$ cat config.mk
export PLATFORM = sky130hd
export DESIGN_NAME = csr_charger_regs
export DESIGN_NICKNAME = d
export VERILOG_FILES = /design/src/csr_pkg.sv /design/src/csr_charger_regs.sv
export SDC_FILE = /design/constraint.sdc
export NUM_CORES = 1
export LEC_CHECK = 0
export ABC_AREA = 1
export CORE_MARGIN = 2
export CORE_UTILIZATION = 55
export CTS_CLUSTER_DIAMETER = 200
export DETAILED_ROUTE_END_ITERATION = 12
export DONT_BUFFER_PORTS = 1
export PLACE_DENSITY = 0.73
export SLEW_MARGIN = 10
export SYNTH_ARGS = -nofsm -noshare
export SYNTH_HDL_FRONTEND = slang
export SYNTH_SLANG_ARGS = --single-unit
$ cat constraint.sdc
create_clock -name ref_clk_in -period 1.1 [get_ports ref_clk_in]
set_input_delay 0.165 -clock ref_clk_in [delete_from_list [all_inputs] [get_ports ref_clk_in]]
set_output_delay 0.165 -clock ref_clk_in [all_outputs]
set_load 0.02 [all_outputs]
$ cat src/csr_pkg.sv
package csr_pkg;

  // ----------------------------------------------------------------
  // register offsets
  // ----------------------------------------------------------------
  localparam logic [7:0] CSR_CHARGE_CURRENT_OFS    = 8'h0F;
  localparam logic [7:0] CSR_MISC_CHARGE_OFS       = 8'h10;
  localparam logic [7:0] CSR_THERMAL_REDUCTION_OFS = 8'h11;
  localparam logic [7:0] CSR_THERMAL_THRESHOLD_OFS = 8'h12;

  // ----------------------------------------------------------------
  // field positions (lsb) and widths
  // ----------------------------------------------------------------
  localparam int CSR_FAST_CUR_LSB   = 0;
  localparam int CSR_FAST_CUR_W     = 4;
  localparam int CSR_WEAK_CUR_LSB   = 5;
  localparam int CSR_WEAK_CUR_W     = 2;
  localparam int CSR_RECONNECT_LSB  = 2;
  localparam int CSR_RECONNECT_W    = 3;
  localparam int CSR_INPUT_CAP_LSB  = 0;
  localparam int CSR_INPUT_CAP_W    = 2;
  localparam int CSR_VOLT_CUT_LSB   = 2;
  localparam int CSR_VOLT_CUT_W     = 2;
  localparam int CSR_CUR_LEVEL_LSB  = 0;
  localparam int CSR_CUR_LEVEL_W    = 2;
  localparam int CSR_COLD_LSB       = 5;
  localparam int CSR_COLD_W         = 3;
  localparam int CSR_HOT_LSB        = 2;
  localparam int CSR_HOT_W          = 3;
  localparam int CSR_CHILLY_BIT     = 1;
  localparam int CSR_WARM_BIT       = 0;

  // ----------------------------------------------------------------
  // reset values
  // ----------------------------------------------------------------
  localparam logic [3:0] CSR_FAST_CUR_RST  = 4'h6;
  localparam logic [1:0] CSR_WEAK_CUR_RST  = 2'h1;
  localparam logic [2:0] CSR_RECONNECT_RST = 3'h3;
  localparam logic [1:0] CSR_INPUT_CAP_RST = 2'h0;
  localparam logic [1:0] CSR_VOLT_CUT_RST  = 2'h2;
  localparam logic [1:0] CSR_CUR_LEVEL_RST = 2'h0;
  localparam logic [2:0] CSR_COLD_RST      = 3'h5;
  localparam logic [2:0] CSR_HOT_RST       = 3'h3;
  localparam logic       CSR_CHILLY_RST    = 1'b0;
  localparam logic       CSR_WARM_RST      = 1'b0;

  // reserved bits and unmapped reads
  localparam logic [7:0] CSR_READ_ZERO = 8'h00;

endpackage

$ cat src/csr_charger_regs.sv
`timescale 1ns/1ns

module csr_charger_regs
  import csr_pkg::*;
(
  input  wire logic       ref_clk_in,
  input  wire logic       rst_in,
  input  wire logic       off_state_in,
  input  wire logic       reg_reset_in,
  input  wire logic       boost_mode_entry_in,
  input  wire logic [7:0] reg_addr_in,
  input  wire logic       reg_wr_in,
  input  wire logic [7:0] reg_wdata_in,
  input  wire logic       reg_rd_in,
  output logic      [7:0] reg_rdata_out,
  output logic      [3:0] fast_charge_current_code_out,
  output logic      [1:0] low_battery_charge_current_out,
  output logic      [2:0] reconnect_threshold_code_out,
  output logic      [1:0] input_current_cap_out,
  output logic      [1:0] thermal_voltage_cut_out,
  output logic      [1:0] thermal_current_level_out,
  output logic      [2:0] cold_threshold_code_out,
  output logic      [2:0] hot_threshold_code_out,
  output logic            chilly_offset_select_out,
  output logic            warm_offset_select_out
);

  // ----------------------------------------------------------------
  // decode
  // ----------------------------------------------------------------
  wire logic       restore  = rst_in | off_state_in | reg_reset_in | boost_mode_entry_in;
  wire logic       sel_cur  = reg_addr_in == CSR_CHARGE_CURRENT_OFS;
  wire logic       sel_misc = reg_addr_in == CSR_MISC_CHARGE_OFS;
  wire logic       sel_red  = reg_addr_in == CSR_THERMAL_REDUCTION_OFS;
  wire logic       sel_thr  = reg_addr_in == CSR_THERMAL_THRESHOLD_OFS;
  wire logic       wr_cur   = reg_wr_in & sel_cur;
  wire logic       wr_misc  = reg_wr_in & sel_misc;
  wire logic       wr_red   = reg_wr_in & sel_red;
  wire logic       wr_thr   = reg_wr_in & sel_thr;

  // readback images; reserved bits are constant zero
  wire logic [7:0] img_cur  = {4'h0, fast_charge_current_code_out};
  wire logic [7:0] img_misc = {1'b0, low_battery_charge_current_out,
                               reconnect_threshold_code_out, input_current_cap_out};
  wire logic [7:0] img_red  = {4'h0, thermal_voltage_cut_out, thermal_current_level_out};
  wire logic [7:0] img_thr  = {cold_threshold_code_out, hot_threshold_code_out,
                               chilly_offset_select_out, warm_offset_select_out};
  wire logic [7:0] next_rdata = sel_cur  ? img_cur  :
                                sel_misc ? img_misc :
                                sel_red  ? img_red  :
                                sel_thr  ? img_thr  : CSR_READ_ZERO;

  // ----------------------------------------------------------------
  // field storage
  // ----------------------------------------------------------------
  always_ff @(posedge ref_clk_in) begin
    if (restore) begin
      fast_charge_current_code_out <= CSR_FAST_CUR_RST;
    end else if (wr_cur) begin
      fast_charge_current_code_out <= reg_wdata_in[CSR_FAST_CUR_LSB +: CSR_FAST_CUR_W];
    end
  end

  always_ff @(posedge ref_clk_in) begin
    if (restore) begin
      low_battery_charge_current_out <= CSR_WEAK_CUR_RST;
      reconnect_threshold_code_out   <= CSR_RECONNECT_RST;
      input_current_cap_out          <= CSR_INPUT_CAP_RST;
    end else if (wr_misc) begin
      low_battery_charge_current_out <= reg_wdata_in[CSR_WEAK_CUR_LSB +: CSR_WEAK_CUR_W];
      reconnect_threshold_code_out   <= reg_wdata_in[CSR_RECONNECT_LSB +: CSR_RECONNECT_W];
      input_current_cap_out          <= reg_wdata_in[CSR_INPUT_CAP_LSB +: CSR_INPUT_CAP_W];
    end
  end

  always_ff @(posedge ref_clk_in) begin
    if (restore) begin
      thermal_voltage_cut_out   <= CSR_VOLT_CUT_RST;
      thermal_current_level_out <= CSR_CUR_LEVEL_RST;
    end else if (wr_red) begin
      thermal_voltage_cut_out   <= reg_wdata_in[CSR_VOLT_CUT_LSB +: CSR_VOLT_CUT_W];
      thermal_current_level_out <= reg_wdata_in[CSR_CUR_LEVEL_LSB +: CSR_CUR_LEVEL_W];
    end
  end

  always_ff @(posedge ref_clk_in) begin
    if (restore) begin
      cold_threshold_code_out  <= CSR_COLD_RST;
      hot_threshold_code_out   <= CSR_HOT_RST;
      chilly_offset_select_out <= CSR_CHILLY_RST;
      warm_offset_select_out   <= CSR_WARM_RST;
    end else if (wr_thr) begin
      cold_threshold_code_out  <= reg_wdata_in[CSR_COLD_LSB +: CSR_COLD_W];
      hot_threshold_code_out   <= reg_wdata_in[CSR_HOT_LSB +: CSR_HOT_W];
      chilly_offset_select_out <= reg_wdata_in[CSR_CHILLY_BIT];
      warm_offset_select_out   <= reg_wdata_in[CSR_WARM_BIT];
    end
  end

  // ----------------------------------------------------------------
  // read port
  // ----------------------------------------------------------------
  always_ff @(posedge ref_clk_in) begin
    if (rst_in) begin
      reg_rdata_out <= CSR_READ_ZERO;
    end else if (reg_rd_in) begin
      reg_rdata_out <= next_rdata;
    end
  end

  // accesses that no restore source overrides in the same cycle
  wire logic       live_wr_cur  = wr_cur & ~restore;
  wire logic       live_wr_misc = wr_misc & ~restore;
  wire logic       live_wr_red  = wr_red & ~restore;
  wire logic       live_wr_thr  = wr_thr & ~restore;
  wire logic       live_rd      = reg_rd_in & ~rst_in;
  wire logic       unmapped     = (reg_addr_in < CSR_CHARGE_CURRENT_OFS) |
                                  (reg_addr_in > CSR_THERMAL_THRESHOLD_OFS);
endmodule

==> out/metrics.cfg, run 1 <==
[critical_path]
worstPathCellList=buf_4
cp_max_fo=3
cpPeakStageDelay_ps=380
ff2ff_path_depth=2
setup.worst_path.end_class=primary output
critPathSlowestCell=dfxtp_1
required_ps=940
crit_buf_inv=1
cp-start-kind=flip-flop
path_class=reg -> out
crit_family=flip-flops
arrival_ps=860
path_depth=1

[floorplanning]
core_area_sq_mm=0.00252
start_util_pct=59.1
die_w_um=56.1
ios=54
die_y_um=56.1
fp-row-count=18
dieArea_sq_mm=0.00314

[logic_synthesis]
netlist.area_leader.share_pct=41.6
async_flop_share_pct=0
ys_seq_area_share_pct=41.6
synth.area.top_cells=dfxtp_1, nand2_1, nand3_1, a21oi_1, nor2_1
synth_fp_nets=221
synth_most_common_cell=nand2_1
ys_ff_latch=31
synth_ff_type=dfxtp_1
netlist_area_sq_mm=0.00149
ys_warn_count=0
synth_top_cell_by_area=dfxtp_1
syn_inst=198
avgSynthCellArea_sq_um=7.53
synthDistinctLibCells=24
synth_edf_count=0
synth_commonest_cells=nand2_1, dfxtp_1, nand3_1

[timing]
period_minus_slack_ps=1030
hold-worst-slack_ps=11.9
hold_viol=0
setup_tns_ps=0
rsz0062_at_grt=no
fmax_ghz=0.974
fin_worst_skew_ps=11.4
max_slew_margin_pct=73.4
post-route-period-util_pct=93.3
report.final.setup_viol=0
slew_violations=0
setup_ws_ps=73.8
tightest_slew_ps=397

[place]
hpwl_mm=2.78
place_ws_ps=7.29
placed_cell_area_sq_mm=0.00171
gp_congestion=0.819
port_buffers=0

[cts]
cts_buffers=5
clk_latency_ps=330
clock-sinks=31
cts_max_level=2
clk_pin_slew_ps=90
cts_setup_buffers=0
cts_buffer_depth=2
cts_tree=yes
root_buffer=clkbuf_4

[cells_and_area]
multi_input_area_sq_um=753
nFillCells=203
drive_gt1_share_pct=27.5
regArea_sq_um=621
fin_area_sq_mm=0.00185
nets=259
area_growth_pct=23.9
antennaDiodeCount=0

[route]
first_iter_violations=58
first_pass_iters=4
wire_per_inst_um=14.5
via_count=1439
vias_per_cell=5.41
drt_wl_total_mm=3.86
drc=0
final_antenna_net_count=0

[min_path]
min_path_type=in -> reg
hold-path-cell-count=2

[global_route]
antenna_found_initial=0
grt_pass1_wl_mm=6.42
grt_max_degree=19
gr-total-overflow=0
grt_usage_pct=26.3
first_global_vias=1349

[pwr]
ir_drop_mv=1.09
p_total_mw=1.94
p_leak_nw=0.835
power_per_cell_area_mw_per_mm2=1050

[run_status]
status=completed

[job]
cap_violations=0

-- through the flow --
step	instances	utilization [%]
3_3_place_gp	251	67.8
6_report	266	73.2
4_1_cts	266	73.2
2_1_floorplan	198	-
5_1_grt	266	73.2
3_5_place_dp	251	67.8
-- logic make-up (layout without fill, tap and decap cells) --
group | after synthesis | in the layout | share of synthesized area (%)
AO/OA/AOI/OAI | 38 | 38 | 15.6
buffers and inverters | 25 | 63 | 7.81
flip-flops | 31 | 31 | 41.6
AND/OR/NAND/NOR | 104 | 104 | 34.9
-- state kept, by name, summed over array words and instances (netlist names) --
name / count
chilly_offset_select_out: 1
thermal_current_level_out: 2
input_current_cap_out: 2
cold_threshold_code_out: 3
hot_threshold_code_out: 3
fast_charge_current_code_out: 4
thermal_voltage_cut_out: 2
reg_rdata_out: 8
low_battery_charge_current_out: 2
reconnect_threshold_code_out: 3
warm_offset_select_out: 1
-- cells in the final DEF (no fill, tap or decap) --
cell type	Yosys	layout
nand2_1	55	55
dfxtp_1	31	31
buf_4	1	27
nand3_1	21	21
a21oi_1	15	15
nor2_1	14	14
inv_1	10	10
inv_2	9	9
dlygate4sd3_1	0	8
o21ai_1	7	7
a21oi_2	5	5
o211ai_1	5	5
clkbuf_4	0	5
nand2_2	3	3
o21ai_2	3	3
o21ai_0	3	3
nand2_4	2	2
nor2_8	2	2
nand4_1	2	2
nand3_4	2	2
clkinv_2	1	2
nor2_4	1	1
nor2_2	1	1
nand3_2	1	1
clkbuf_8	0	1
buf_12	0	1
-- cell type report --
| type | instances | share of cell area [%] |
|---|---|---|
| Clock buffer | 6 | 2.78 |
| Clock inverter | 1 | 0.271 |
| Inverter | 20 | 4.13 |
| Multi-Input combinational cell | 142 | 40.8 |
| Sequential cell | 31 | 33.6 |
| Tap cell | 30 | 2.03 |
| Timing Repair Buffer | 36 | 16.4 |
-- repair_timing --
item | 4_1_cts | 5_1_grt
hold buffers | 8 | 0
resized for setup | 0 | 0
hold endpoints to repair | 18 | 0
setup endpoints to repair | 0 | 0
-- per-layer routing --
layer  wire length [um]  track usage (%)  share of wire, %
met1               1640             32.4                42
met3                329             9.30               8.5
met5                  0                0                 0
met4                 57             7.14               1.5
met2               1840             43.4                48
-- final timing paths --
path,start,to,slack (ps)
worst max register to register,cold_threshold_code_out[2],reg_rdata_out[7],220
worst max-delay path,input_current_cap_out[1],input_current_cap_out[1],70
worst min register to register,fast_charge_current_code_out[0],fast_charge_current_code_out[0],470
worst min-delay path,reg_wdata_in[0],input_current_cap_out[0],10
-- where the power goes --
group	switching [mW]	internal, mW
combinational	0.0930	0.0561
sequential	0.00234	1.13
clock	0.372	0.296
total	0.468	1.48
-- worst reg2reg max path, stage by stage (launching register included) --
cell and delay (ps):
dfxtp_1 490, nand4_1 180, a21oi_1 140
Power figures use the tool's default switching activity.
==> run 2, diff against run 1 <==
Settings changed: ABC_AREA 1 to not set.
==> run 2 against run 1 <==
The run now ends with negative setup slack left. Critical endpoint is now input_current_cap_out[0]. Clock skew is 2.2 ps lower. First-iteration DRC count is 53% lower. Register-to-register slack worse by 140 ps. Largest cell class unchanged. Die area is 4.2% lower. Flip-flop and latch count stayed put. Maximum frequency is 14% lower. Routed wire length is 4.7% higher. Critical path type is now in -> reg. Non-clock buffer count is 13 higher. Count of clock-buffer cells in the layout stayed put. Global-route usage is 2.0 points higher.
==> out/metrics.cfg, run 2 <==
[run_status]
status=complete, but fails checks
violations=negative setup slack

[logic_synthesis]
synth_xor_area_share_pct=0  ; unchanged
netlist.area_leader.share_pct=43.6  ; +2.0 points
synthMuxAreaShare_pct=13.6  ; +14 points
synthDistinctLibCells=31  ; +29%
ys_ff_latch=31  ; unchanged
synth_fp_nets=174  ; -21%
synth_most_common_cell=dfxtp_1
synth.area.top_cells=dfxtp_1, mux2i_1, a211oi_1, nor2_1, nor4_4
synth_top_cell_by_area=dfxtp_1
synth-simple-area-share_pct=24.7  ; -10 points
syn_inst=151  ; -24%
async_flop_share_pct=0  ; unchanged
synth_fa_ha_area_share_pct=0  ; unchanged
avgSynthCellArea_sq_um=9.42  ; +25%
ys_warn_count=0  ; unchanged
netlist_area_sq_mm=0.00142  ; -4.5%
synth_commonest_cells=dfxtp_1, mux2i_1, nor2_1
ys_seq_area_share_pct=43.6  ; +2.0 points
synth_edf_count=0  ; unchanged
synth_compound_area_share_pct=13.4  ; -2.2 points
synth_ff_type=dfxtp_1
synth_top_family_by_area=simple AND/OR/NAND/NOR gates

[floorplanning]
start_util_pct=58.0  ; -1.1 points
fp-row-count=18  ; unchanged
dieArea_sq_mm=0.00301  ; -4.2%
die_w_um=54.9  ; -2.1%
die_y_um=54.9  ; -2.1%
ios=54  ; unchanged
core_area_sq_mm=0.00245  ; -2.7%

[global_route]
gr-total-overflow=0  ; unchanged
first_global_vias=1295  ; -4.0%
grt_pass1_wl_mm=5.89  ; -8.3%
antenna_found_initial=0  ; unchanged
grt_usage_pct=28.3  ; +2.0 points
grt_max_degree=16  ; -3

[cells_and_area]
final_cell_mix=dfxtp_1, buf_4, mux2i_1
nets=220  ; -15%
top_register=reg_rdata_out
largestRegisters=reg_rdata_out: 8 flops, fast_charge_current_code_out: 4 flops
layout_commonest_cell=dfxtp_1
fin_area_sq_mm=0.00199  ; +7.7%
drive_gt1_share_pct=34.5  ; +7.0 points
final_cells=227  ; -15%
largest_reg_flops=8  ; unchanged
area_growth_pct=39.8
antennaDiodeCount=0  ; unchanged
fin_util_pct=81.0  ; +7.8 points

[timing]
hold_viol=0  ; unchanged
period_minus_slack_ps=1200  ; +173 ps
setup_ws_ps=-99.0  ; -173 ps
fmax_ghz=0.834  ; -14%
tightest_slew_ps=364  ; -33.2 ps
max_slew_margin_pct=75.7  ; +2.3 points
report.final.setup_viol=23  ; +23
fin_worst_skew_ps=9.12  ; -2.24 ps
slew_violations=0  ; unchanged
rsz0062_at_grt=yes
setup_tns_ps=-1100  ; -1100 ps
post-route-period-util_pct=109  ; +16 points

[route]
drt_wl_total_mm=4.04  ; +4.7%
first_iter_violations=27  ; -53%
vias_per_cell=5.93  ; +9.6%
via_count=1346  ; -6.5%
wire_per_inst_um=17.8  ; +23%
drc=0  ; unchanged
first_pass_iters=4  ; unchanged
final_antenna_net_count=0  ; unchanged

[place]
hpwl_mm=2.74  ; -1.2%
placed_cell_area_sq_mm=0.00169  ; -1.0%
place_inst=205  ; -18%
port_buffers=0  ; unchanged
gp_congestion=0.903  ; +10%

[cts]
clk_latency_ps=330  ; about the same
cts_buffers=5  ; unchanged
clk_pin_slew_ps=90  ; about the same
cts_tree=yes
root_buffer=clkbuf_4
cts_buffer_depth=2  ; unchanged
clock-sinks=31  ; unchanged
cts_max_level=2  ; unchanged

[critical_path]
path_class=in -> reg
cpPeakStageDelay_ps=420  ; +40 ps
worstPathCellList=or3_4, buf_6, nor4_4, buf_4, buf_12, nand3_1, o21ai_1
critPathSlowestCell=or3_4
reg2reg_slack_ps=80  ; -140 ps
ff2ff_path_depth=3  ; +1
crit_path_end=input_current_cap_out[0]
r2r-start=thermal_voltage_cut_out[0]
setup.worst_path.end_class=flip-flop
cp_max_fo=7  ; +4
r2r-end=reg_rdata_out[2]
arrival_ps=1470  ; +610 ps
cp-start-kind=input pin
required_ps=1370  ; +430 ps
critPathLaunch=reg_addr_in[6]

[pwr]
p_leak_nw=0.763  ; -8.6%
ir_drop_mv=1.29  ; +18%
power_per_cell_area_mw_per_mm2=1080  ; +2.8%

[job]
cap_violations=0  ; unchanged

[min_path]
min_path_type=in -> reg

## run 2: cell types whose count changed after synthesis, sizes merged, moves of 4 or more
cell    delta
nor2b      +4
nand3     -17
a21oi     -13
inv       -16
mux2i     +16
nor3       +5
o21ai      -6
a211oi     +8
nor2       -5
nand2b     +6
nand2     -49
clkbuf     +6
o211ai     -5
## run 2: logic make-up after synthesis
logic type             count (synthesis)
multiplexers                          19
AO/OA/AOI/OAI                         28
flip-flops                            31
AND/OR/NAND/NOR                       60
buffers and inverters                 13
## run 2: critical path, delay by kind of cell
kind	cells	cell delay (ps)
buffers and inverters	3	460
AOI/OAI and AO/OA	1	80
and+or+nand+nor	3	760
## run 2: metal layers
layer  global-route usage, %  wire length (um)  vias up
met3                    8.47               249        4
met1                    34.7              1730      652
met2                    45.6              2030       51
met5                       0                 0        -
li1                        -                 -      639
met4                    11.7                31        0
## run 2: worst min path at each step
stage                               start                            to  cells past startpoint
after CTS                 reg_wdata_in[0]  thermal_current_level_out[0]                      2
after global placement             rst_in              reg_rdata_out[4]                      1
after floorplan           reg_wdata_in[3]    thermal_voltage_cut_out[1]                      2
final                           reg_rd_in              reg_rdata_out[4]                      2
after detailed placement           rst_in              reg_rdata_out[7]                      1
after global routing            reg_rd_in              reg_rdata_out[4]                      2
## run 2: stage by stage
stage	hold slack [ps]	worst slack [ps]	total power, mW
after floorplan	290	-533	1.26
after global placement	236	-507	1.27
after detailed placement	240	-538	1.27
after CTS	0.874	-39.7	2.16
after global routing	-8.04	-135	2.24
final	9.25	-99.0	2.15
## run 2: final cells by class
| cell class | instances | area, sq um |
|---|---|---|
| multi-input cells | 107 | 801 |
| flip-flops and latches | 31 | 621 |
| fillers | 167 | 465 |
| repair buffers | 49 | 448 |
| clock buffers | 6 | 41.3 |
| well taps | 30 | 37.5 |
| clock inverters | 1 | 30.0 |
| inverters | 3 | 11.3 |
## run 2: what timing repair did
action                                  CTS  global route
gates cloned                              0             1
hold buffers                             10             1
endpoints found under the hold margin    28             1
pin swaps                                 5             7
endpoints found under the setup margin   30            27
setup buffers                             2             1
resized for setup                         6            11
## run 2: power breakdown
part / switching [mW] / leakage (nW) / total, mW / internal (mW)
sequential: 0.00355 / 0.251 / 1.13 / 1.13
combinational: 0.0886 / 0.474 / 0.183 / 0.0942
clock: 0.369 / 0.0383 / 0.837 / 0.468
==> run 3, diff against run 2 <==
==> constraint.sdc (replaced) <==
create_clock -name ref_clk_in -period 1.1 [get_ports ref_clk_in]
set_input_delay 0.22 -clock ref_clk_in [delete_from_list [all_inputs] [get_ports ref_clk_in]]
set_output_delay 0.22 -clock ref_clk_in [all_outputs]
set_load 0.02 [all_outputs]
==> run 3 against run 2 <==
Largest power group unchanged. Critical path type unchanged. Highest routed layer unchanged. The run still ends with negative setup slack left. Critical path depth did not move. Die area is the same. Via count decreased by 3.3%.
==> out/metrics.cfg, run 3 (synthesis results as in run 2) <==
[place]
port_buffers=0  ; unchanged
hpwl_mm=2.74  ; unchanged
placed_cell_area_sq_mm=0.00169  ; unchanged
gp_congestion=0.903  ; unchanged

[timing]
slew_violations=0  ; unchanged
setup_ws_ps=-136  ; -36.8 ps
rsz0062_at_grt=yes
tightest_slew_ps=403  ; +38.4 ps
fmax_ghz=0.809  ; -3.0%
hold_viol=0  ; unchanged
post-route-period-util_pct=112  ; +3.3 points
report.final.setup_viol=31  ; +35%
max_slew_margin_pct=73.2  ; -2.6 points
fin_worst_skew_ps=4.78  ; -4.34 ps
period_minus_slack_ps=1240  ; +36.8 ps

[global_route]
grt_usage_pct=26.9  ; -1.4 points
first_global_vias=1231  ; -4.9%
grt_max_degree=18  ; +2
grt_pass1_wl_mm=5.62  ; -4.6%
gr-total-overflow=0  ; unchanged
antenna_found_initial=0  ; unchanged

[cells_and_area]
largestRegisters=reg_rdata_out: 8 flops, fast_charge_current_code_out: 4 flops
nets=212  ; -3.6%
largest_reg_flops=8  ; unchanged
area_growth_pct=34.6
top_register=reg_rdata_out
antennaDiodeCount=0  ; unchanged
fin_area_sq_mm=0.00191  ; -3.8%
layout_commonest_cell=buf_4
final_cell_mix=buf_4, dfxtp_1, mux2i_1
drive_gt1_share_pct=39.2  ; +4.6 points

[pwr]
p_leak_nw=0.730  ; -4.4%
seq_power_share_pct=53.2  ; +0.6 points
intPower_mw=1.67  ; -1.1%
clockPowerShare_pct=39.8  ; +0.9 points
power_per_cell_area_mw_per_mm2=1110  ; +2.7%
swShare_pct=21.4  ; -0.041 points
p_total_mw=2.13  ; -1.1%
ir_drop_mv=1.28  ; -0.93%
switching_power_uw=455  ; -1.3%
comb_power_share_pct=7.0  ; -1.5 points

[route]
via_count=1302  ; -3.3%
drt_wl_total_mm=3.89  ; -3.9%
first_pass_iters=4  ; unchanged
vias_per_cell=5.95  ; +0.26%
wire_per_inst_um=17.7  ; -0.42%
drc=0  ; unchanged
final_antenna_net_count=0  ; unchanged
first_iter_violations=20  ; -26%

[floorplanning]
dieArea_sq_mm=0.00301  ; unchanged
die_y_um=54.9  ; unchanged
ios=54  ; unchanged
start_util_pct=58.0  ; unchanged
fp-row-count=18  ; unchanged
die_w_um=54.9  ; unchanged
core_area_sq_mm=0.00245  ; unchanged

[critical_path]
crit_path_end=input_current_cap_out[0]
cp_max_fo=7  ; unchanged
required_ps=1360  ; about the same
cp-start-kind=input pin
setup.worst_path.end_class=flip-flop
reg2reg_slack_ps=20  ; -60 ps
critPathLaunch=reg_addr_in[6]
r2r-end=reg_rdata_out[2]
path_class=in -> reg
arrival_ps=1500  ; +30 ps
r2r-start=thermal_voltage_cut_out[0]
ff2ff_path_depth=3  ; unchanged

[cts]
cts_tree=yes
clk_pin_slew_ps=100  ; about the same
cts_buffer_depth=2  ; unchanged
clock-sinks=31  ; unchanged
root_buffer=clkbuf_4
clk_latency_ps=330  ; about the same
cts_buffers=5  ; unchanged
cts_max_level=2  ; unchanged

[job]
cap_violations=0  ; unchanged

[run_status]
status=complete, but fails checks
violations=negative setup slack

[min_path]
min_path_type=in -> reg

run 3: changes by cell type in the layout (fill, tap and decap cells not counted), sizes merged:
cell	previous run	this run
dlygate4sd3	11	3
run 3: area by class of cell:
cell class,instances,area [sq um]
well taps,30,37.5
repair buffers,41,368
flip-flops and latches,31,627
fillers,175,541
multi-input cells,107,800
inverters,3,11.3
clock inverters,1,30.0
clock buffers,6,41.3
run 3: power groups by stage:
stage | clock [mW] | sequential [mW] | combinational, mW
floorplan | 0 | 1.17 | 0.0907
global placement | 0 | 1.16 | 0.114
detailed placement | 0 | 1.16 | 0.115
CTS | 0.854 | 1.13 | 0.134
global route | 0.909 | 1.13 | 0.158
finish | 0.847 | 1.13 | 0.148
run 3: per-layer routing:
metal | global-route usage, % | up-vias | wire length [um] | share of wire, %
met2 | 42.9 | 43 | 1940 | 50
met5 | 0 | - | 0 | 0
met4 | 11.7 | 0 | 53 | 1.4
li1 | - | 619 | - | -
met3 | 8.20 | 4 | 240 | 6.2
met1 | 33.2 | 636 | 1650 | 42
run 3: timing repair:
action	4_1_cts	5_1_grt
pin swaps	5	6
setup endpoints to repair	31	36
buffers inserted	3	1
endpoints found under the hold margin	8	2
hold buffers	1	2
resized for setup	8	14
cloned	0	1
run 3: how the worst min path moves through the flow:
stage	cells after the start	startpoint	slack, ps	endpoint
global route	2	reg_wdata_in[0]	1	input_current_cap_out[0]
global placement	1	rst_in	290	reg_rdata_out[4]
finish	2	reg_wdata_in[3]	10	thermal_voltage_cut_out[1]
CTS	2	reg_wdata_in[3]	1	thermal_voltage_cut_out[1]
detailed placement	1	rst_in	300	reg_rdata_out[7]
floorplan	2	reg_wdata_in[3]	350	thermal_voltage_cut_out[1]
run 3: critical path: stages:
cell	delay [ps]
or3_4	420
buf_6	140
nor4_4	260
buf_4	180
buf_12	120
nand3_1	70
o21ai_1	80
run 3: metrics by stage:
stage | utilization (%) | worst slack (ps) | setup TNS, ps | hold WS, ps | instances
floorplan | - | -588 | -12280 | 345 | 151
global placement | 69.0 | -562 | -14190 | 291 | 205
detailed placement | 69.0 | -593 | -15110 | 295 | 205
CTS | 74.1 | -94.7 | -1750 | 1.23 | 215
global route | 78.0 | -177 | -3100 | 1.33 | 219
finish | 78.0 | -136 | -2540 | 10.6 | 219
